`config.mk`:
```
export PLATFORM = sky130hd
export DESIGN_NAME = gpiom_top
export DESIGN_NICKNAME = d
export VERILOG_FILES = /design/src/verilog/gpiom_pin.v /design/src/verilog/gpiom_top.v
export VERILOG_INCLUDE_DIRS = /design/src /design/src/verilog
export SDC_FILE = /design/constraint.sdc
export NUM_CORES = 1
export LEC_CHECK = 0
export BUFFER_PORTS_ARGS = -buffer_cell sky130_fd_sc_hd__clkbuf_2
export CORE_UTILIZATION = 33
export DETAILED_ROUTE_END_ITERATION = 16
export PLACE_DENSITY = 0.66
export SYNTH_ARGS = -nofsm -noshare
export SYNTH_HDL_FRONTEND = slang
export SYNTH_SLANG_ARGS = --single-unit
```
`constraint.sdc`:
```
create_clock -name sys_clk -period 17.2 [get_ports sys_clk]
set_input_delay 1.72 -clock sys_clk [delete_from_list [all_inputs] [get_ports sys_clk]]
set_output_delay 1.72 -clock sys_clk [all_outputs]
set_load 0.005 [all_outputs]
```
`src/verilog/gpiom_map.vh`:
```
// Constants for the four-port GPIO block with pin multiplexing.
// Assumes inclusion by bare name from design files of the block.
`ifndef GPIOM_MAP_VH
`define GPIOM_MAP_VH

// ============================================================
// Function select codes
`define GPIOM_FS_IO 2'h0
`define GPIOM_FS_ALT1 2'h1
`define GPIOM_FS_ALT2 2'h2
`define GPIOM_FS_ALT3 2'h3

// ============================================================
// Reset values
`define GPIOM_RST_OE 8'h00
`define GPIOM_RST_PU 8'h00
`define GPIOM_RST_IE 8'hff
`define GPIOM_RST_OUT 8'h00
`define GPIOM_RST_OD 8'h00
`define GPIOM_RST_FS 16'h0000
`define GPIOM_RST_FS_P2 16'h0010

// ============================================================
// Action codes of the output write port
`define GPIOM_WR_OUT 3'h0
`define GPIOM_WR_SET 3'h1
`define GPIOM_WR_CLR 3'h2
`define GPIOM_WR_TGL 3'h3

`endif

```
`src/verilog/gpiom_pin.v`:
```
// One port of eight pins: config registers, output register, pad control.
// Assumes pad inputs are asynchronous and the alternate-function map is given by the parent.
`timescale 1ns/1ps
`include "gpiom_map.vh"

module gpiom_pin #(
	parameter WIDTH = 8,
	parameter [15:0] FS_RESET = `GPIOM_RST_FS
) (
	// Clock and reset
	input wire sys_clk,
	input wire rst,
	// Configuration writes
	input wire cfg_we,
	input wire [WIDTH-1:0] oe_in,
	input wire [WIDTH-1:0] pu_in,
	input wire [WIDTH-1:0] ie_in,
	input wire [WIDTH-1:0] od_in,
	input wire [2*WIDTH-1:0] fs_in,
	// Output value write with action select
	input wire out_we,
	input wire [2:0] out_op,
	input wire [WIDTH-1:0] out_wdata,
	// Alternate function drive, per pin
	input wire [WIDTH-1:0] alt_sel,
	input wire [WIDTH-1:0] alt_out,
	input wire [WIDTH-1:0] alt_oe,
	// Pad side
	input wire [WIDTH-1:0] pad_in,
	output reg [WIDTH-1:0] pad_out_q,
	output reg [WIDTH-1:0] pad_oe_q,
	output reg [WIDTH-1:0] pad_pu_q,
	// Status
	output reg [WIDTH-1:0] in_value_q,
	output reg [WIDTH-1:0] irq_q,
	output reg [WIDTH-1:0] out_value_q,
	output reg [2*WIDTH-1:0] fs_q
);

reg [WIDTH-1:0] oe_q;
reg [WIDTH-1:0] pu_q;
reg [WIDTH-1:0] ie_q;
reg [WIDTH-1:0] od_q;
reg [WIDTH-1:0] sync1_q;
reg [WIDTH-1:0] sync2_q;
reg [WIDTH-1:0] out_d;
wire [WIDTH-1:0] in_gate;

// ============================================================
// Configuration registers
always @(posedge sys_clk or posedge rst) begin
	if (rst) begin
		oe_q <= `GPIOM_RST_OE;
		pu_q <= `GPIOM_RST_PU;
		ie_q <= `GPIOM_RST_IE;
		od_q <= `GPIOM_RST_OD;
		fs_q <= FS_RESET;
	end else if (cfg_we) begin
		oe_q <= oe_in;
		pu_q <= pu_in;
		ie_q <= ie_in;
		od_q <= od_in;
		fs_q <= fs_in;
	end
end

// ============================================================
// Output value with set, clear and toggle actions
always @* begin
	out_d = out_value_q;
	if (out_we) begin
		case (out_op)
			`GPIOM_WR_OUT: out_d = out_wdata;
			`GPIOM_WR_SET: out_d = out_value_q | out_wdata;
			`GPIOM_WR_CLR: out_d = out_value_q & ~out_wdata;
			`GPIOM_WR_TGL: out_d = out_value_q ^ out_wdata;
			default: out_d = out_value_q;
		endcase
	end
end

always @(posedge sys_clk or posedge rst) begin
	if (rst)
		out_value_q <= `GPIOM_RST_OUT;
	else
		out_value_q <= out_d;
end

// ============================================================
// Input path is off when an open-drain pin is an output
assign in_gate = ie_q & ~(oe_q & od_q);

// Two-stage synchroniser, then gated capture
always @(posedge sys_clk or posedge rst) begin
	if (rst) begin
		sync1_q <= {WIDTH{1'b0}};
		sync2_q <= {WIDTH{1'b0}};
		in_value_q <= {WIDTH{1'b0}};
		irq_q <= {WIDTH{1'b0}};
	end else begin
		sync1_q <= pad_in;
		sync2_q <= sync1_q;
		in_value_q <= sync2_q & in_gate;
		irq_q <= sync2_q & in_gate & ~od_q;
	end
end

// ============================================================
// Pad drive, per pin
genvar i;
generate
	for (i = 0; i < WIDTH; i = i + 1) begin : g_pad
		always @(posedge sys_clk or posedge rst) begin
			if (rst) begin
				pad_out_q[i] <= 1'b0;
				pad_oe_q[i] <= 1'b0;
				pad_pu_q[i] <= 1'b0;
			end else if (alt_sel[i]) begin
				pad_out_q[i] <= alt_out[i];
				pad_oe_q[i] <= alt_oe[i];
				pad_pu_q[i] <= 1'b0;
			end else begin
				pad_out_q[i] <= out_value_q[i];
				// Open drain drives low only; a one leaves the pin free
				pad_oe_q[i] <= oe_q[i] & ~(od_q[i] & out_value_q[i]);
				// Pull-up only for a plain input pin
				pad_pu_q[i] <= pu_q[i] & ~oe_q[i] & ~od_q[i];
			end
		end
	end
endgenerate

endmodule // gpiom_pin

```
`src/verilog/gpiom_top.v`:
```
// Four GPIO ports with per-pin function select routing to peripherals.
// Assumes pads resolve the pin from out/oe/pullup; peripherals on sys_clk.
`timescale 1ns/1ps
`include "gpiom_map.vh"

module gpiom_top #(
	parameter WIDTH = 8
) (
	// Clock and reset
	input wire sys_clk,
	input wire rst,
	// Configuration write, one strobe per port
	input wire [3:0] port_cfg_we,
	input wire [4*WIDTH-1:0] port_output_enable,
	input wire [4*WIDTH-1:0] port_pullup_enable,
	input wire [4*WIDTH-1:0] input_path_enable,
	input wire [4*WIDTH-1:0] port_open_drain_enable,
	input wire [2*WIDTH-1:0] port0_function_select,
	input wire [2*WIDTH-1:0] port1_function_select,
	input wire [2*WIDTH-1:0] port2_function_select,
	input wire [2*WIDTH-1:0] port3_function_select,
	// Output value write: per-port strobe, action, data
	input wire [3:0] port_out_we,
	input wire [2:0] port_out_op,
	input wire [WIDTH-1:0] port_out_wdata,
	// Pads
	input wire [4*WIDTH-1:0] pad_in,
	output wire [4*WIDTH-1:0] pad_out,
	output wire [4*WIDTH-1:0] pad_oe,
	output wire [4*WIDTH-1:0] pad_pullup,
	// Status read-back
	output wire [4*WIDTH-1:0] port_input_value,
	output wire [4*WIDTH-1:0] port_output_value,
	output wire [4*WIDTH-1:0] pin_irq,
	output wire [8*WIDTH-1:0] function_select_value,
	// Peripheral outputs towards pins
	input wire spi_first_sclk_out,
	input wire spi_first_sclk_oe,
	input wire spi_first_mosi_out,
	input wire spi_first_cs_out,
	input wire spi_first_cs_oe,
	input wire spi_first_miso_out,
	input wire spi_first_miso_oe,
	input wire spi_first_mosi_oe,
	input wire [3:0] i2c_scl_sda_drive_low,
	input wire uart_tx,
	input wire [7:0] pwm_out,
	input wire spi_second_sclk_out,
	input wire spi_second_sclk_oe,
	input wire spi_second_mosi_out,
	input wire spi_second_mosi_oe,
	input wire spi_second_cs_out,
	input wire spi_second_cs_oe,
	input wire spi_second_miso_out,
	input wire spi_second_miso_oe,
	input wire clock_out_src,
	input wire [29:0] logic_array_output,
	// Peripheral inputs from pins (synchronised, registered)
	output reg [3:0] spi_first_in,
	output reg [3:0] i2c_in,
	output reg uart_rx,
	output reg external_clock_input,
	output reg logic_array_clock_a,
	output reg logic_array_clock_b,
	output reg logic_array_clock_c,
	output reg [3:0] spi_second_in,
	output reg pwm_trip_input,
	output reg pwm_sync_input,
	output reg adc_convert_start,
	output reg [15:0] logic_array_input
);

// ============================================================
// Per-port alternate routing nets
wire [4*WIDTH-1:0] alt_sel;
wire [4*WIDTH-1:0] alt_out;
wire [4*WIDTH-1:0] alt_oe;
wire [8*WIDTH-1:0] fs;
wire [4*WIDTH-1:0] pad_out_i;
wire [4*WIDTH-1:0] pad_oe_i;
wire [4*WIDTH-1:0] pad_pu_i;
wire [4*WIDTH-1:0] in_val;
wire [4*WIDTH-1:0] irq_i;
wire [4*WIDTH-1:0] out_val;
reg [4*WIDTH-1:0] psync1_q;
reg [4*WIDTH-1:0] psync2_q;
wire [2*WIDTH-1:0] fs_wr [0:3];

assign fs_wr[0] = port0_function_select;
assign fs_wr[1] = port1_function_select;
assign fs_wr[2] = port2_function_select;
assign fs_wr[3] = port3_function_select;

// ============================================================
// Four ports
genvar p;
generate
	for (p = 0; p < 4; p = p + 1) begin : g_port
		gpiom_pin #(
			.WIDTH(WIDTH),
			.FS_RESET((p == 2) ? `GPIOM_RST_FS_P2 : `GPIOM_RST_FS)
		) u_port (
			.sys_clk(sys_clk),
			.rst(rst),
			.cfg_we(port_cfg_we[p]),
			.oe_in(port_output_enable[p*WIDTH +: WIDTH]),
			.pu_in(port_pullup_enable[p*WIDTH +: WIDTH]),
			.ie_in(input_path_enable[p*WIDTH +: WIDTH]),
			.od_in(port_open_drain_enable[p*WIDTH +: WIDTH]),
			.fs_in(fs_wr[p]),
			.out_we(port_out_we[p]),
			.out_op(port_out_op),
			.out_wdata(port_out_wdata),
			.alt_sel(alt_sel[p*WIDTH +: WIDTH]),
			.alt_out(alt_out[p*WIDTH +: WIDTH]),
			.alt_oe(alt_oe[p*WIDTH +: WIDTH]),
			.pad_in(pad_in[p*WIDTH +: WIDTH]),
			.pad_out_q(pad_out_i[p*WIDTH +: WIDTH]),
			.pad_oe_q(pad_oe_i[p*WIDTH +: WIDTH]),
			.pad_pu_q(pad_pu_i[p*WIDTH +: WIDTH]),
			.in_value_q(in_val[p*WIDTH +: WIDTH]),
			.irq_q(irq_i[p*WIDTH +: WIDTH]),
			.out_value_q(out_val[p*WIDTH +: WIDTH]),
			.fs_q(fs[p*2*WIDTH +: 2*WIDTH])
		);
	end
endgenerate

// Port outputs come from flip-flops inside the port module
assign pad_out = pad_out_i;
assign pad_oe = pad_oe_i;
assign pad_pullup = pad_pu_i;
assign port_input_value = in_val;
assign port_output_value = out_val;
assign pin_irq = irq_i;
assign function_select_value = fs;

// Field of pin n of port p
`define GPIOM_F(p, n) fs[(p)*2*WIDTH + 2*(n) +: 2]

// ============================================================
// Alternate output routing; unassigned codes fall back to plain I/O
function [2:0] gpiom_alt;
	input [1:0] code;
	input sel1;
	input sel2;
	input sel3;
	input [1:0] d1;
	input [1:0] d2;
	input [1:0] d3;
	begin
		gpiom_alt = 3'h0;
		case (code)
			`GPIOM_FS_ALT1: gpiom_alt = {sel1, d1};
			`GPIOM_FS_ALT2: gpiom_alt = {sel2, d2};
			`GPIOM_FS_ALT3: gpiom_alt = {sel3, d3};
			default: gpiom_alt = 3'h0;
		endcase
	end
endfunction

// Each entry: {select, out, oe}; inputs-only functions select with oe low
wire [3*4*WIDTH-1:0] alt_bus;
// Port 0
assign alt_bus[3*0 +: 3] = gpiom_alt(`GPIOM_F(0, 0), 1'b1, 1'b0, 1'b1,
	{spi_first_sclk_out, spi_first_sclk_oe}, 2'h0, 2'h0);
assign alt_bus[3*1 +: 3] = gpiom_alt(`GPIOM_F(0, 1), 1'b1, 1'b0, 1'b1,
	{spi_first_miso_out, spi_first_miso_oe}, 2'h0, 2'h0);
assign alt_bus[3*2 +: 3] = gpiom_alt(`GPIOM_F(0, 2), 1'b1, 1'b0, 1'b1,
	{spi_first_mosi_out, spi_first_mosi_oe}, 2'h0, 2'h0);
assign alt_bus[3*3 +: 3] = gpiom_alt(`GPIOM_F(0, 3), 1'b1, 1'b1, 1'b1,
	{spi_first_cs_out, spi_first_cs_oe}, 2'h0, 2'h0);
genvar k;
generate
	for (k = 0; k < 4; k = k + 1) begin : g_p0_hi
		// I2C is open drain: drive low only; logic-array output drives
		assign alt_bus[3*(4+k) +: 3] = gpiom_alt(`GPIOM_F(0, 4+k), 1'b1, 1'b0, 1'b1,
			{1'b0, i2c_scl_sda_drive_low[k]}, 2'h0,
			{logic_array_output[2+k], 1'b1});
	end
	// Port 1 pins 2..7 carry PWM 0..5 on code 01
	for (k = 2; k < 8; k = k + 1) begin : g_p1_pwm
		// Code 11: pins 2..3 are logic-array inputs, pins 4..7 logic-array outputs 10..13
		assign alt_bus[3*(WIDTH+k) +: 3] = gpiom_alt(`GPIOM_F(1, k), 1'b1, (k >= 4), 1'b1,
			{pwm_out[k-2], 1'b1},
			(k == 4) ? {spi_second_sclk_out, spi_second_sclk_oe} :
			(k == 5) ? {spi_second_miso_out, spi_second_miso_oe} :
			(k == 6) ? {spi_second_mosi_out, spi_second_mosi_oe} :
			{spi_second_cs_out, spi_second_cs_oe},
			(k >= 4) ? {logic_array_output[6+k], 1'b1} : 2'h0);
	end
	// Port 2 pins 6, 7 and port 3 have only logic-array on code 11; port 2 pin 3 stays plain I/O
	for (k = 0; k < 8; k = k + 1) begin : g_p3
		assign alt_bus[3*(3*WIDTH+k) +: 3] = gpiom_alt(`GPIOM_F(3, k), 1'b0, 1'b0, 1'b1,
			2'h0, 2'h0, (k >= 4) ? {logic_array_output[22+k], 1'b1} : 2'h0);
	end
endgenerate
assign alt_bus[3*(WIDTH+0) +: 3] = gpiom_alt(`GPIOM_F(1, 0), 1'b1, 1'b1, 1'b1,
	2'h0, 2'h0, 2'h0);
assign alt_bus[3*(WIDTH+1) +: 3] = gpiom_alt(`GPIOM_F(1, 1), 1'b1, 1'b1, 1'b1,
	{uart_tx, 1'b1}, 2'h0, 2'h0);
// Port 2
assign alt_bus[3*(2*WIDTH+0) +: 3] = gpiom_alt(`GPIOM_F(2, 0), 1'b1, 1'b1, 1'b1,
	2'h0, 2'h0, 2'h0);
assign alt_bus[3*(2*WIDTH+1) +: 3] = gpiom_alt(`GPIOM_F(2, 1), 1'b1, 1'b0, 1'b1,
	2'h0, 2'h0, 2'h0);
assign alt_bus[3*(2*WIDTH+2) +: 3] = gpiom_alt(`GPIOM_F(2, 2), 1'b0, 1'b1, 1'b1,
	2'h0, {clock_out_src, 1'b1}, 2'h0);
assign alt_bus[3*(2*WIDTH+3) +: 3] = 3'h0;
assign alt_bus[3*(2*WIDTH+4) +: 3] = gpiom_alt(`GPIOM_F(2, 4), 1'b1, 1'b1, 1'b1,
	2'h0, {pwm_out[6], 1'b1}, {logic_array_output[18], 1'b1});
assign alt_bus[3*(2*WIDTH+5) +: 3] = gpiom_alt(`GPIOM_F(2, 5), 1'b0, 1'b1, 1'b1,
	2'h0, {pwm_out[7], 1'b1}, {logic_array_output[19], 1'b1});
assign alt_bus[3*(2*WIDTH+6) +: 3] = gpiom_alt(`GPIOM_F(2, 6), 1'b0, 1'b0, 1'b1,
	2'h0, 2'h0, {logic_array_output[20], 1'b1});
assign alt_bus[3*(2*WIDTH+7) +: 3] = gpiom_alt(`GPIOM_F(2, 7), 1'b0, 1'b0, 1'b1,
	2'h0, 2'h0, {logic_array_output[21], 1'b1});

// Unpack routing entries per pin
generate
	for (k = 0; k < 4*WIDTH; k = k + 1) begin : g_unpack
		assign alt_sel[k] = alt_bus[3*k+2];
		assign alt_out[k] = alt_bus[3*k+1];
		assign alt_oe[k] = alt_bus[3*k];
	end
endgenerate

// ============================================================
// Pin inputs to peripherals: two flops, then gated by selected code
always @(posedge sys_clk or posedge rst) begin
	if (rst) begin
		psync1_q <= {4*WIDTH{1'b0}};
		psync2_q <= {4*WIDTH{1'b0}};
	end else begin
		psync1_q <= pad_in;
		psync2_q <= psync1_q;
	end
end

// Peripheral input registers; low while the pin is not routed
always @(posedge sys_clk or posedge rst) begin
	if (rst) begin
		spi_first_in <= 4'h0;
		i2c_in <= 4'h0;
		uart_rx <= 1'b0;
		external_clock_input <= 1'b0;
		logic_array_clock_a <= 1'b0;
		logic_array_clock_b <= 1'b0;
		logic_array_clock_c <= 1'b0;
		spi_second_in <= 4'h0;
		pwm_trip_input <= 1'b0;
		pwm_sync_input <= 1'b0;
		adc_convert_start <= 1'b0;
		logic_array_input <= 16'h0000;
	end else begin
		spi_first_in <= {(`GPIOM_F(0, 3) == `GPIOM_FS_ALT1) & psync2_q[3],
			(`GPIOM_F(0, 2) == `GPIOM_FS_ALT1) & psync2_q[2],
			(`GPIOM_F(0, 1) == `GPIOM_FS_ALT1) & psync2_q[1],
			(`GPIOM_F(0, 0) == `GPIOM_FS_ALT1) & psync2_q[0]};
		i2c_in <= {(`GPIOM_F(0, 7) == `GPIOM_FS_ALT1) & psync2_q[7],
			(`GPIOM_F(0, 6) == `GPIOM_FS_ALT1) & psync2_q[6],
			(`GPIOM_F(0, 5) == `GPIOM_FS_ALT1) & psync2_q[5],
			(`GPIOM_F(0, 4) == `GPIOM_FS_ALT1) & psync2_q[4]};
		logic_array_clock_a <= (`GPIOM_F(0, 3) == `GPIOM_FS_ALT2) & psync2_q[3];
		uart_rx <= (`GPIOM_F(1, 0) == `GPIOM_FS_ALT1) & psync2_q[WIDTH];
		external_clock_input <= (`GPIOM_F(1, 0) == `GPIOM_FS_ALT2) & psync2_q[WIDTH];
		logic_array_clock_b <= (`GPIOM_F(1, 1) == `GPIOM_FS_ALT2) & psync2_q[WIDTH+1];
		spi_second_in <= {(`GPIOM_F(1, 7) == `GPIOM_FS_ALT2) & psync2_q[WIDTH+7],
			(`GPIOM_F(1, 6) == `GPIOM_FS_ALT2) & psync2_q[WIDTH+6],
			(`GPIOM_F(1, 5) == `GPIOM_FS_ALT2) & psync2_q[WIDTH+5],
			(`GPIOM_F(1, 4) == `GPIOM_FS_ALT2) & psync2_q[WIDTH+4]};
		pwm_trip_input <= (`GPIOM_F(2, 0) == `GPIOM_FS_ALT1) & psync2_q[2*WIDTH];
		logic_array_clock_c <= (`GPIOM_F(2, 0) == `GPIOM_FS_ALT2) & psync2_q[2*WIDTH];
		pwm_sync_input <= (`GPIOM_F(2, 1) == `GPIOM_FS_ALT1) & psync2_q[2*WIDTH+1];
		adc_convert_start <= (`GPIOM_F(2, 4) == `GPIOM_FS_ALT1) & psync2_q[2*WIDTH+4];
		logic_array_input <= {
			(`GPIOM_F(3, 3) == `GPIOM_FS_ALT3) & psync2_q[3*WIDTH+3],
			(`GPIOM_F(3, 2) == `GPIOM_FS_ALT3) & psync2_q[3*WIDTH+2],
			(`GPIOM_F(3, 1) == `GPIOM_FS_ALT3) & psync2_q[3*WIDTH+1],
			(`GPIOM_F(3, 0) == `GPIOM_FS_ALT3) & psync2_q[3*WIDTH],
			1'b0,
			(`GPIOM_F(2, 2) == `GPIOM_FS_ALT3) & psync2_q[2*WIDTH+2],
			(`GPIOM_F(2, 1) == `GPIOM_FS_ALT3) & psync2_q[2*WIDTH+1],
			(`GPIOM_F(2, 0) == `GPIOM_FS_ALT3) & psync2_q[2*WIDTH],
			(`GPIOM_F(1, 3) == `GPIOM_FS_ALT3) & psync2_q[WIDTH+3],
			(`GPIOM_F(1, 2) == `GPIOM_FS_ALT3) & psync2_q[WIDTH+2],
			(`GPIOM_F(1, 1) == `GPIOM_FS_ALT3) & psync2_q[WIDTH+1],
			(`GPIOM_F(1, 0) == `GPIOM_FS_ALT3) & psync2_q[WIDTH],
			(`GPIOM_F(0, 3) == `GPIOM_FS_ALT3) & psync2_q[3],
			(`GPIOM_F(0, 2) == `GPIOM_FS_ALT3) & psync2_q[2],
			(`GPIOM_F(0, 1) == `GPIOM_FS_ALT3) & psync2_q[1],
			(`GPIOM_F(0, 0) == `GPIOM_FS_ALT3) & psync2_q[0]};
	end
end

`undef GPIOM_F

endmodule // gpiom_top
```
Word-level counts from Yosys, hierarchy flattened
Index checks and enable logic that the tools add are counted.
{"block": "word_totals", "ff_bits": 539, "inputBits": 305, "out_inout_bits": 292, "wordCells": 651}
{"block": "op_classes", "eq_ne": 66, "mux": 128, "bitwise_logic": 296, "n_reduce_logical": 11}
{"cell": "$and A1 B1 Y1", "n": 163}
{"cell": "$and A8 B8 Y8", "n": 20}
{"cell": "$pmux W8 S4", "n": 4}
{"cell": "$not A1 Y1", "n": 96}
{"cell": "$mux W1", "n": 93}
{"cell": "$eq A2 B2 Y1 const B", "n": 44}
{"cell": "$not A8 Y8", "n": 9}
{"cell": "$pmux W3 S2", "n": 11}
{"cell": "$pmux W3 S3", "n": 7}
{"cell": "$mux W3", "n": 13}
{"cell": "$eq A2 B1 Y1 const B", "n": 19}
{"cell": "$or A8 B8 Y8", "n": 4}
{"cell": "$xor A8 B8 Y8", "n": 4}
{"cell": "$reduce_and A2 Y1", "n": 4}
{"cell": "$eq A3 B2 Y1 const B", "n": 2}
{"cell": "$reduce_or A2 Y1", "n": 3}
{"cell": "$reduce_or A3 Y1", "n": 2}
{"cell": "$reduce_bool A4 Y1", "n": 1}
{"cell": "$eq A3 B1 Y1 const B", "n": 1}
{"cell": "$logic_not A3 Y1", "n": 1}

Depth between registers and ports, before layout
Gate-level depths: netlist of the first run.
{"block": "logic_depth", "depth_word": 5, "ltp_mapped": 6, "mapped_depth_nobuf": 5}

Hierarchy
From an unflattened synthesis of the first run, not the netlist that was laid out.
{"block": "hier_totals", "hier_cells": 1520, "hier_area_um2": 20359.5}
{"mod": "gpiom_pin at g_port[0].u_port ...", "n_inst": 3, "cells_per_inst": 325, "area_per_inst_um2": 4359.2, "seq_area_each_um2": 2812.7}
{"mod": "gpiom_pin at g_port[2].u_port", "n_inst": 1, "cells_per_inst": 325, "area_per_inst_um2": 4360.4, "seq_area_each_um2": 2813.9}
{"mod": "gpiom_top", "n_inst": 1, "cells_per_inst": 220, "area_per_inst_um2": 2921.6, "seq_area_each_um2": 2077.0}

Worst setup path before layout of the first run
Ideal clock, no wire load.
{"block": "synth_path", "path_kind": "in2reg", "start": "input port_out_wdata[5]", "end": "register g_port[3].u_port.out_value_q[5]", "setup_ps": 125, "t_arrival_ps": 2860, "t_required_ps": 17075, "path_slack_ps": 14215, "stages": 4, "path_buffers": 0, "path_cell_list": "inv_1 > ha_1 > mux4_1 > mux2_2"}
{"block": "synth_via", "elab_chain_len": 3, "word_cells_on_any_way": 5, "classes_between": "mux: 1; bitwise: 4"}
{"item": "from (decl)", "line": "gpiom_top.v:25", "source": "input wire [WIDTH-1:0] port_out_wdata,"}
{"item": "$not A8 Y8", "line": "gpiom_pin.v:75", "source": "`GPIOM_WR_CLR: out_d = out_value_q & ~out_wdata;"}
{"item": "$and A8 B8 Y8", "line": "gpiom_pin.v:75"}
{"item": "$pmux W8 S4 (*)", "line": "gpiom_pin.v:72", "source": "case (out_op)"}
{"item": "to (signal assigned)", "line": "gpiom_pin.v:84", "source": "out_value_q <= `GPIOM_RST_OUT;"}
{"item": "to (signal assigned)", "line": "gpiom_pin.v:86", "source": "out_value_q <= out_d;"}
{"item": "to (decl)", "line": "gpiom_pin.v:36", "source": "output reg [WIDTH-1:0] out_value_q,"}
Mark *: on every way between the ends. The rest lies on a longest branch, timed or not.
A chain may end at the register's enable or synchronous reset.

==> flow_summary_export.csv, run 1 <==
group,metric,value,unit
global_route,grt_max_degree,124,
timing,hold_viol_final,0,
timing,worst_pin_slew,1.03,ns
synthesis,synth-edff-count,0,
synthesis,synth_flop_cell,"dfrtp_1",
synthesis,syn_area,0.0184,sq mm
power,p_per_area,123,mW/mm^2
final_layout,fin_nets,2295,
critical_path,critPathCaptureType,"async pin",
routing,antenna_left,0,
critical_path,path_class,"input port to async pin",
floorplanning,coreArea,0.0551,sq mm
status,status,"completed",
timing,fmax,271,MHz
timing,min_period_over_period,21.5,%
timing,fin_crit,3.69,ns
floorplanning,die_y,238,um
place,placed_area,0.0222,sq mm
routing,wl_per_cell,18.8,um
place,port_buffers,581,
clocking,clkLatencyLatePin,0.58,ns
global_route,overflow,0,
synthesis,synth_warnings,0,
synthesis,netlist_instances,1315,
global_route,antenna_found_initial,5,
final_layout,mostFrequentLayoutCell,"clkbuf_2",
timing,relSlewSlack,31.0,%
min_path,min_path_type,"register to register",
global_route,grt_pass1_vias,13480,
floorplanning,rows,86,
clocking,h-tree-depth,2,
critical_path,timing.rr.start,"g_port[1].u_port.out_value_q[1]$_DFFE_PP0P_",
place,hpwlAfterDp,37800,um
timing,finalSetupViolCount,0,
clocking,cts_hold_buf,0,
clocking,cts_tree,"yes",
critical_path,endpoint,"g_port[0].u_port.pu_q[0]$_DFFE_PP0P_",
final_layout,layout-drive-gt1-share,48.0,%
final_layout,syn_to_final_growth,30.7,%
final_layout,most-common-layout-cells,"581 x clkbuf_2, 450 x dfrtp_1, 211 x mux2_2",
synthesis,synth.avg_cell_area,14.0,sq um
synthesis,yosysSeqAreaShare,65.9,%
critical_path,ff2ff_path_depth,4,
routing,finalWirelength,51000,um
power,p_leak,0.0121,uW
floorplanning,die_area,0.0568,sq mm
final_layout,final_area,0.0241,sq mm
synthesis,synth_cell_type_count,42,
timing,fin_tns_setup,0,ns
global_route,grt_pass1_wl,77000,um
synthesis,synth_seq_cells,483,
clocking,clk_pin_slew,0.05,ns
timing,final.setup_skew,0.0169,ns
routing,num_vias,12616,
global_route,grtUsageTotal,17.8,%
floorplanning,ios,597,
floorplanning,start_util,33.4,%
clocking,ctsResizeCount,0,
critical_path,cp_data_required_time,17.75,ns
clocking,cts_setup_buffers,0,
floorplanning,die_w,238,um
synthesis,async_reset_ff_share,100,%
routing,dr.pass1.iters,7,
synthesis,syn-num-nets,1684,
place,gp_congestion,0.861,
critical_path,critical_path.startpoint_type,"input port",
timing,final_max_slew_viol_count,0,
final_layout,fin_util,43.7,%
final_layout,fill_cells,5126,
routing,remaining_drc_errors,0,
routing,via_per_inst,4.64,
clocking,cts_buffers,52,
critical_path,r2r-end,"g_port[1].u_port.out_value_q[1]$_DFFE_PP0P_",
clocking,clockBufferDepth,3,
routing,drt_iter0_drc,384,
clocking,cts_root_buf,"clkbuf_16",
critical_path,worstPathMaxFanout,123,
clocking,cts_sinks,483,
critical_path,reg2reg_setup_slack,15.42,ns
critical_path,startpoint,"rst",
power,ir_worst_vdd,0.0000855,V
run,maxCapViolCount,0,
timing,rsz0062_at_grt,"false",
critical_path,worstPathArrival,4.25,ns
[area by class of cell]
| class | count | area, sq um | share of cell area, % |
|---|---|---|---|
| sequential | 483 | 12100 | 50.4 |
| multi-input combinational | 736 | 5870 | 24.4 |
| timing repair buffer | 594 | 3010 | 12.5 |
| clock buffer | 69 | 1470 | 6.09 |
| tap | 748 | 936 | 3.89 |
| clock inverter | 26 | 425 | 1.77 |
| inverter | 59 | 229 | 0.951 |
| antenna | 3 | 7.51 | 0.0312 |
[through the flow]
stage	hold slack, ns	cells	setup slack (ns)	power (uW)
5_1_grt	0.349	2717	13.02	3100
4_1_cts	0.347	2715	13.38	3010
6_report	0.345	2718	13.51	2960
3_5_place_dp	0.335	2620	12.73	1770
3_3_place_gp	0.332	2620	12.81	1750
2_1_floorplan	0.331	1315	2.06	1550
[registers in the layout (all words and copies together), names as in the netlist, 3 cells and up]
register	flops
g_port.u_port.ie_q	32
psync1_q	3
g_port.u_port.fs_q	64
spi_first_in	4
g_port.u_port.pad_pu_q	32
g_port.u_port.out_value_q	32
g_port.u_port.pad_oe_q	32
g_port.u_port.in_value_q	32
g_port.u_port.od_q	32
g_port.u_port.sync2_q	29
spi_second_in	4
g_port.u_port.sync1_q	29
logic_array_input	15
g_port.u_port.oe_q	32
g_port.u_port.pu_q	32
i2c_in	4
psync2_q	3
g_port.u_port.pad_out_q	32
g_port.u_port.irq_q	32
[synthesized netlist by cell type, types with 4 or more instances]
| master | number | share of area [%] |
|---|---|---|
| nor4_1 | 7 | 0.24 |
| buf_2 | 19 | 0.52 |
| nand3b_1 | 4 | 0.16 |
| and2_1 | 8 | 0.27 |
| nor3b_1 | 4 | 0.16 |
| a31oi_1 | 10 | 0.34 |
| nor4b_1 | 12 | 0.57 |
| a21oi_1 | 53 | 1.4 |
| mux2i_1 | 7 | 0.38 |
| dfrtp_1 | 450 | 61 |
| mux2_2 | 211 | 13 |
| clkbuf_1 | 13 | 0.26 |
| mux4_2 | 15 | 1.8 |
| dfstp_2 | 33 | 4.7 |
| a2bb2oi_1 | 11 | 0.52 |
| a41oi_1 | 9 | 0.43 |
| ha_1 | 64 | 4.3 |
| nor2_1 | 89 | 1.8 |
| and3b_1 | 9 | 0.43 |
| nand3_1 | 5 | 0.14 |
| nor2b_1 | 9 | 0.31 |
| inv_1 | 59 | 1.2 |
| o21ai_0 | 23 | 0.63 |
| nand2_1 | 130 | 2.6 |
| and3_1 | 33 | 1.1 |
[worst min-delay path by stage]
stage	endpoint	slack, ns	cells past startpoint	start
CTS	g_port[3].u_port.sync2_q[2]$_DFF_PP0_	0.35	0	g_port[3].u_port.sync1_q[2]$_DFF_PP0_
floorplan	g_port[0].u_port.sync2_q[0]$_DFF_PP0_	0.33	0	g_port[0].u_port.sync1_q[0]$_DFF_PP0_
global placement	g_port[3].u_port.sync2_q[0]$_DFF_PP0_	0.33	0	g_port[3].u_port.sync1_q[0]$_DFF_PP0_
global route	g_port[3].u_port.sync2_q[2]$_DFF_PP0_	0.35	0	g_port[3].u_port.sync1_q[2]$_DFF_PP0_
detailed placement	g_port[0].u_port.sync2_q[2]$_DFF_PP0_	0.33	0	g_port[0].u_port.sync1_q[2]$_DFF_PP0_
finish	g_port[0].u_port.sync2_q[2]$_DFF_PP0_	0.35	0	g_port[0].u_port.sync1_q[2]$_DFF_PP0_
[per-layer routing]
layer	wire, um	GRT usage, %	share of wire (%)	vias to the layer above
li1	-	-	-	5763
met1	19600	20.2	38	6349
met2	26500	32.1	52	414
met3	3600	5.00	7.0	86
met4	1290	5.73	2.5	4
met5	23	0	0.045	-
[critical path, stage by stage]
cell      delay [ns]
clkbuf_2        0.12
inv_8           0.57
buf_4           0.83
buf_4           0.87
[logic make-up after synthesis]
logic type | count (synthesis) | share of synthesized area [%]
DFF | 483 | 65.9
and+or+nand+nor | 318 | 8.13
muxes | 236 | 15.5
AOI/OAI and AO/OA | 117 | 3.87
buffers and inverters | 96 | 2.29
adders and majority gates | 64 | 4.35
other | 1 | 0.0204
[power by group]
group | switching [uW] | internal, uW
Clock | 458 | 764
Combinational | 180 | 191
Sequential | 110 | 1260
Total | 748 | 2210
Note: power is estimated with default switching activity, not from simulation.
==> run 2: changes to the inputs <==
--- a/config.mk
+++ b/config.mk
@@ -6,10 +6,11 @@
 export SDC_FILE = /design/constraint.sdc
 export NUM_CORES = 1
 export LEC_CHECK = 0
+export ABC_AREA = 1
 export BUFFER_PORTS_ARGS = -buffer_cell sky130_fd_sc_hd__clkbuf_2
 export CORE_UTILIZATION = 33
 export DETAILED_ROUTE_END_ITERATION = 16
-export PLACE_DENSITY = 0.66
+export PLACE_DENSITY = 0.68
 export SYNTH_ARGS = -nofsm -noshare
 export SYNTH_HDL_FRONTEND = slang
 export SYNTH_SLANG_ARGS = --single-unit
==> constraint.sdc (replaced) <==
create_clock -name sys_clk -period 3.2 [get_ports sys_clk]
set_input_delay 0.32 -clock sys_clk [delete_from_list [all_inputs] [get_ports sys_clk]]
set_output_delay 0.32 -clock sys_clk [all_outputs]
set_load 0.005 [all_outputs]
==> flow_summary_export.csv, run 2 <==
group,metric,value,unit
status,status,"completed",
global_route,grt_pass1_vias,16843,
global_route,grt_max_degree,92,
final_layout,fin_nets,2983,
critical_path,worstPathArrival,1.50,ns
clocking,clkLatencyLatePin,0.61,ns
timing,worst_pin_slew,1.16,ns
synthesis,synth-edff-count,0,
synthesis,netlist_instances,1752,
synthesis,yosysSeqAreaShare,64.1,%
global_route,overflow,0,
timing,relSlewSlack,22.3,%
power,p_clk_share,40.2,%
floorplanning,die_y,241,um
power,power_frac_comb,13.9,%
floorplanning,ios,597,
synthesis,synth.avg_cell_area,10.8,sq um
routing,num_vias,16210,
final_layout,fill_cells,4931,
synthesis,syn_area,0.0189,sq mm
clocking,clk_pin_slew,0.06,ns
timing,fin_crit,1.82,ns
routing,remaining_drc_errors,0,
timing,final_max_slew_viol_count,0,
routing,finalWirelength,60500,um
power,total_power,15500,uW
routing,antenna_left,0,
clocking,clockBufferDepth,3,
timing,hold_viol_final,0,
routing,via_per_inst,4.75,
final_layout,most-common-layout-cells,"581 x clkbuf_2, 450 x dfrtp_1, 263 x dlygate4sd3_1",
critical_path,max_stage_delay,0.65,ns
clocking,cts_buffers,52,
final_layout,largest_register_ffs,64,
clocking,cts_root_buf,"clkbuf_16",
global_route,grt_pass1_wl,91400,um
critical_path,critical_path_buf_inv_count,1,
routing,dr.pass1.iters,5,
floorplanning,die_w,241,um
floorplanning,start_util,33.5,%
power,p_int,11400,uW
final_layout,seq_area,0.0121,sq mm
power,p_sw_share,26.7,%
synthesis,synth.top_cell.area_share,59.6,%
synthesis,synth_seq_cells,483,
critical_path,critical_path.startpoint_type,"register",
synthesis,async_reset_ff_share,100,%
clocking,h-tree-depth,2,
synthesis,synth_largest_area_cell,"dfrtp_1",
timing,hold_slack,0.0571,ns
synthesis,synth_warnings,0,
final_layout,mostFrequentLayoutCell,"clkbuf_2",
power,switchingPower,4150,uW
timing,setup_ws,1.38,ns
power,p_per_area,572,mW/mm^2
critical_path,worstPathMaxFanout,5,
final_layout,multi_input_area,0.00549,sq mm
synthesis,synth.area.top_cells,"dfrtp_1 60%, inv_1 4.9%, dfstp_2 4.6%",
timing,final.setup_skew,0.0335,ns
place,pre_cts_slack,1.03,ns
power,ir_worst_vdd,0.000452,V
global_route,antenna_found_initial,5,
timing,finalSetupViolCount,0,
synthesis,synth_flop_cell,"dfrtp_1",
synthesis,syn-num-nets,2121,
floorplanning,rows,87,
critical_path,cp_data_required_time,2.88,ns
timing,fin_tns_setup,0,ns
min_path,min_path_type,"input port to register",
clocking,cts_sinks,483,
floorplanning,die_area,0.0582,sq mm
clocking,cts_setup_buffers,0,
timing,fmax,549,MHz
place,port_buffers,581,
power,p_seq_share,45.9,%
routing,wl_per_cell,17.7,um
critical_path,critPathCaptureType,"output pin",
final_layout,syn_to_final_growth,43.4,%
routing,drt_iter0_drc,945,
critical_path,path_class,"register to output pin",
global_route,grtUsageTotal,20.4,%
synthesis,synth_cell_type_count,26,
final_layout,regMostFlops,"g_port.u_port.fs_q",
timing,min_period_over_period,56.9,%
timing,rsz0062_at_grt,"false",
critical_path,slowest_stage,"dfrtp_1",
run,maxCapViolCount,0,
critical_path,critPathTopFamily,"flip-flops",
place,gp_congestion,0.833,
floorplanning,coreArea,0.0565,sq mm
final_layout,layout-drive-gt1-share,30.2,%
place,hpwlAfterDp,41000,um
synthesis,yosysMostFrequentCell,"dfrtp_1",
critical_path,crit_chain,"clkbuf_2",
power,p_leak,0.0138,uW
clocking,cts_tree,"yes",
synthesis,synth_top_cells_by_count,"450 x dfrtp_1, 245 x inv_1, 213 x nand2_1",
[run 2: power by group through the flow]
stage | combinational, uW | sequential [uW] | clock, uW
floorplan | 899 | 7120 | 0
detailed placement | 1870 | 7230 | 0
global placement | 1820 | 7200 | 0
global route | 2420 | 7200 | 6620
finish | 2160 | 7120 | 6230
CTS | 2150 | 7130 | 6390
[run 2: cell families after synthesis]
family,Yosys count,synth area share (%)
simple gates,606,14.4
flops,483,64.1
compound gates,215,6.36
buf+inv,315,6.83
fa+ha+maj,64,4.24
mux,68,4.05
other cells,1,0.0198
[run 2: final cells by class]
type / instances / share of cell area (%)
flip-flops and latches: 483 / 44.7
repair buffers: 876 / 21.5
multi-input cells: 954 / 20.2
clock buffers: 74 / 5.40
well taps: 756 / 3.49
inverters: 247 / 3.43
clock inverters: 23 / 1.16
diodes: 2 / 0.0185
[run 2: per-stage QoR]
stage	cells	util, %	instance area [sq um]
final	3415	48.0	27100
after global routing	3414	48.0	27100
after CTS	3413	48.0	27100
after detailed placement	3053	40.2	22700
after global placement	3053	40.2	22700
after floorplan	1752	-	18900
[run 2: worst paths after layout]
| check | start | end | slack (ns) | cells past startpoint |
|---|---|---|---|---|
| setup / recovery | g_port[1].u_port.out_value_q[5]$_DFFE_PP0P_ | port_output_value[13] | 1.38 | 1 |
| hold / removal | logic_array_output[18] | g_port[2].u_port.pad_out_q[4]$_DFF_PP0_ | 0.06 | 3 |
| setup reg to reg | g_port[1].u_port.out_value_q[3]$_DFFE_PP0P_ | g_port[1].u_port.out_value_q[3]$_DFFE_PP0P_ | 1.57 | 6 |
| hold reg to reg | g_port[1].u_port.sync1_q[6]$_DFF_PP0_ | g_port[1].u_port.sync2_q[6]$_DFF_PP0_ | 0.34 | 0 |
| max in group asynchronous | rst | g_port[1].u_port.ie_q[5]$_DFFE_PP1P_ | 1.68 | 4 |
| min in group asynchronous | rst | g_port[1].u_port.irq_q[0]$_DFF_PP0_ | 0.51 | 3 |
[run 2: layer usage]
layer / global-route usage, % / routed length [um] / vias to the layer above
met5: 0.337 / 31 / -
met3: 5.38 / 4320 / 164
met1: 23.6 / 23400 / 7916
met4: 9.90 / 2730 / 6
li1: - / - / 7501
met2: 34.9 / 30100 / 623
[run 2: worst min-delay path: cells and delay by family]
kind / cells / cell delay, ns
compound gates: 1 / 0.10
buf+inv: 1 / 0.08
simple gates: 1 / 0.09
[run 2: what timing repair did]
action                                 4_1_cts  5_1_grt
endpoints found under the hold margin      268        0
hold buffers                               263        0
resized for setup                            0        0
==> run 3: changes to the inputs <==
--- a/config.mk
+++ b/config.mk
@@ -10,7 +10,7 @@
 export BUFFER_PORTS_ARGS = -buffer_cell sky130_fd_sc_hd__clkbuf_2
 export CORE_UTILIZATION = 33
 export DETAILED_ROUTE_END_ITERATION = 16
-export PLACE_DENSITY = 0.68
+export PLACE_DENSITY = 0.66
 export SYNTH_ARGS = -nofsm -noshare
 export SYNTH_HDL_FRONTEND = slang
 export SYNTH_SLANG_ARGS = --single-unit
==> constraint.sdc (replaced) <==
create_clock -name sys_clk -period 1.9 [get_ports sys_clk]
set_input_delay 0.19 -clock sys_clk [delete_from_list [all_inputs] [get_ports sys_clk]]
set_output_delay 0.19 -clock sys_clk [all_outputs]
set_load 0.005 [all_outputs]
==> flow_summary_export.csv, run 3 (synthesis results as in run 2) <==
group,metric,value,unit
clocking,ctsResizeCount,0,
global_route,grt_max_degree,82,
routing,antenna_left,0,
global_route,grt_pass1_wl,91300,um
timing,worst_pin_slew,0.716,ns
clocking,clockBufferDepth,3,
routing,remaining_drc_errors,0,
timing,fin_tns_setup,0,ns
final_layout,mostFrequentLayoutCell,"clkbuf_2",
power,p_leak,0.0139,uW
power,total_power,26000,uW
critical_path,cp_data_required_time,2.36,ns
timing,fmax,639,MHz
clocking,cts_hold_buf,267,
critical_path,timing.rr.start,"g_port[2].u_port.out_value_q[4]$_DFFE_PP0P_",
final_layout,most-common-layout-cells,"581 x clkbuf_2, 450 x dfrtp_1, 267 x dlygate4sd3_1",
critical_path,max_stage_delay,0.58,ns
clocking,cts_buffers,52,
final_layout,syn_to_final_growth,45.2,%
critical_path,worstPathMaxFanout,4,
global_route,grtUsageTotal,20.3,%
clocking,clkLatencyLatePin,0.60,ns
clocking,cts_tree,"yes",
final_layout,fin_nets,3011,
floorplanning,die_y,241,um
critical_path,r2r-end,"g_port[2].u_port.pad_out_q[4]$_DFF_PP0_",
place,hpwlAfterDp,42000,um
timing,final.setup_skew,0.0286,ns
place,placed_cells,3077,
routing,via_per_inst,4.72,
min_path,min_delay_path_depth,5,
critical_path,critical_path.startpoint_type,"register",
floorplanning,die_w,241,um
timing,final_max_slew_viol_count,0,
clocking,h-tree-depth,2,
floorplanning,rows,87,
routing,wl_per_cell,17.5,um
routing,num_vias,16258,
place,placed_area,0.0230,sq mm
floorplanning,die_area,0.0582,sq mm
timing,rsz0062_at_grt,"false",
floorplanning,start_util,33.5,%
run,maxCapViolCount,0,
timing,finalSetupViolCount,0,
critical_path,critPathCaptureType,"register",
timing,fin_crit,1.56,ns
power,ir_worst_vdd,0.000745,V
final_layout,fin_cells,3444,
critical_path,slowest_stage,"dlygate4sd3_1",
routing,finalWirelength,60200,um
routing,drt_iter0_drc,922,
clocking,cts_sinks,483,
critical_path,critPathTopFamily,"buffers and inverters",
floorplanning,coreArea,0.0565,sq mm
place,gp_congestion,0.859,
min_path,whs_endpoint,"g_port[1].u_port.out_value_q[4]$_DFFE_PP0P_",
clocking,cts_setup_buffers,0,
status,status,"completed",
critical_path,crit_chain,"inv_1 -> o22ai_1 -> dlygate4sd3_1",
min_path,min_path_type,"input port to register",
floorplanning,ios,597,
critical_path,path_class,"register to register",
power,p_per_area,946,mW/mm^2
timing,relSlewSlack,52.2,%
final_layout,largest_register_ffs,64,
critical_path,startpoint,"g_port[2].u_port.out_value_q[4]$_DFFE_PP0P_",
clocking,cts_root_buf,"clkbuf_16",
final_layout,regMostFlops,"g_port.u_port.fs_q",
timing,min_period_over_period,82.3,%
critical_path,reg2reg_setup_slack,0.34,ns
final_layout,layout-drive-gt1-share,30.7,%
final_layout,final_area,0.0275,sq mm
routing,dr.pass1.iters,5,
global_route,antenna_found_initial,10,
critical_path,critical_path_buf_inv_count,2,
place,port_buffers,581,
global_route,overflow,0,
min_path,hp-start,"port_out_wdata[4]",
critical_path,ff2ff_path_depth,3,
final_layout,fill_cells,4914,
clocking,clk_pin_slew,0.06,ns
critical_path,worstPathArrival,2.02,ns
global_route,grt_pass1_vias,17065,
timing,hold_viol_final,0,
-- run 3: how the worst max path moves through the flow --
stage                                                       end  cells after the start
finish                  g_port[2].u_port.pad_out_q[4]$_DFF_PP0_                      3
global route                              port_output_value[13]                      2
CTS                                       port_output_value[13]                      2
detailed placement  g_port[3].u_port.out_value_q[2]$_DFFE_PP0P_                      6
global placement    g_port[2].u_port.out_value_q[2]$_DFFE_PP0P_                      6
floorplan                           adc_convert_start$_DFF_PP0_                      1
-- run 3: tightest hold or removal path, cell delays in order --
cell      delay, ns
clkbuf_2       0.09
nand2_1        0.12
nand2_1        0.09
nor2_1         0.05
nor2_1         0.07
-- run 3: through the flow --
step	setup WS (ns)	hold WS, ns	utilization (%)
final	0.336	0.0490	48.6
after global routing	0.259	0.0411	48.6
after CTS	0.289	0.00722	48.6
after detailed placement	0.360	0.218	40.8
after global placement	0.404	0.215	40.8
after floorplan	-4.81	0.221	-
-- run 3: power breakdown --
part / total, uW / switching, uW / internal, uW
registers: 11900 / 652 / 11300
logic: 3830 / 2070 / 1760
clock network: 10200 / 4140 / 6110
total: 26000 / 6860 / 19100
-- run 3: area by class of cell --
type	instances	area, sq um	share of cell area, %
multi-input cells	954	5490	20.0
diodes	4	10.0	0.0365
well taps	756	946	3.44
clock inverters	16	208	0.756
clock buffers	80	1540	5.60
repair buffers	904	6210	22.6
inverters	247	931	3.39
flip-flops and latches	483	12100	44.2
-- run 3: per-layer routing --
| metal | routed length, um | global-route usage [%] | vias up |
|---|---|---|---|
| li1 | - | - | 7554 |
| met1 | 22900 | 23.0 | 7831 |
| met2 | 28900 | 33.5 | 650 |
| met3 | 4610 | 5.97 | 215 |
| met4 | 3690 | 12.5 | 8 |
| met5 | 46 | 0 | - |
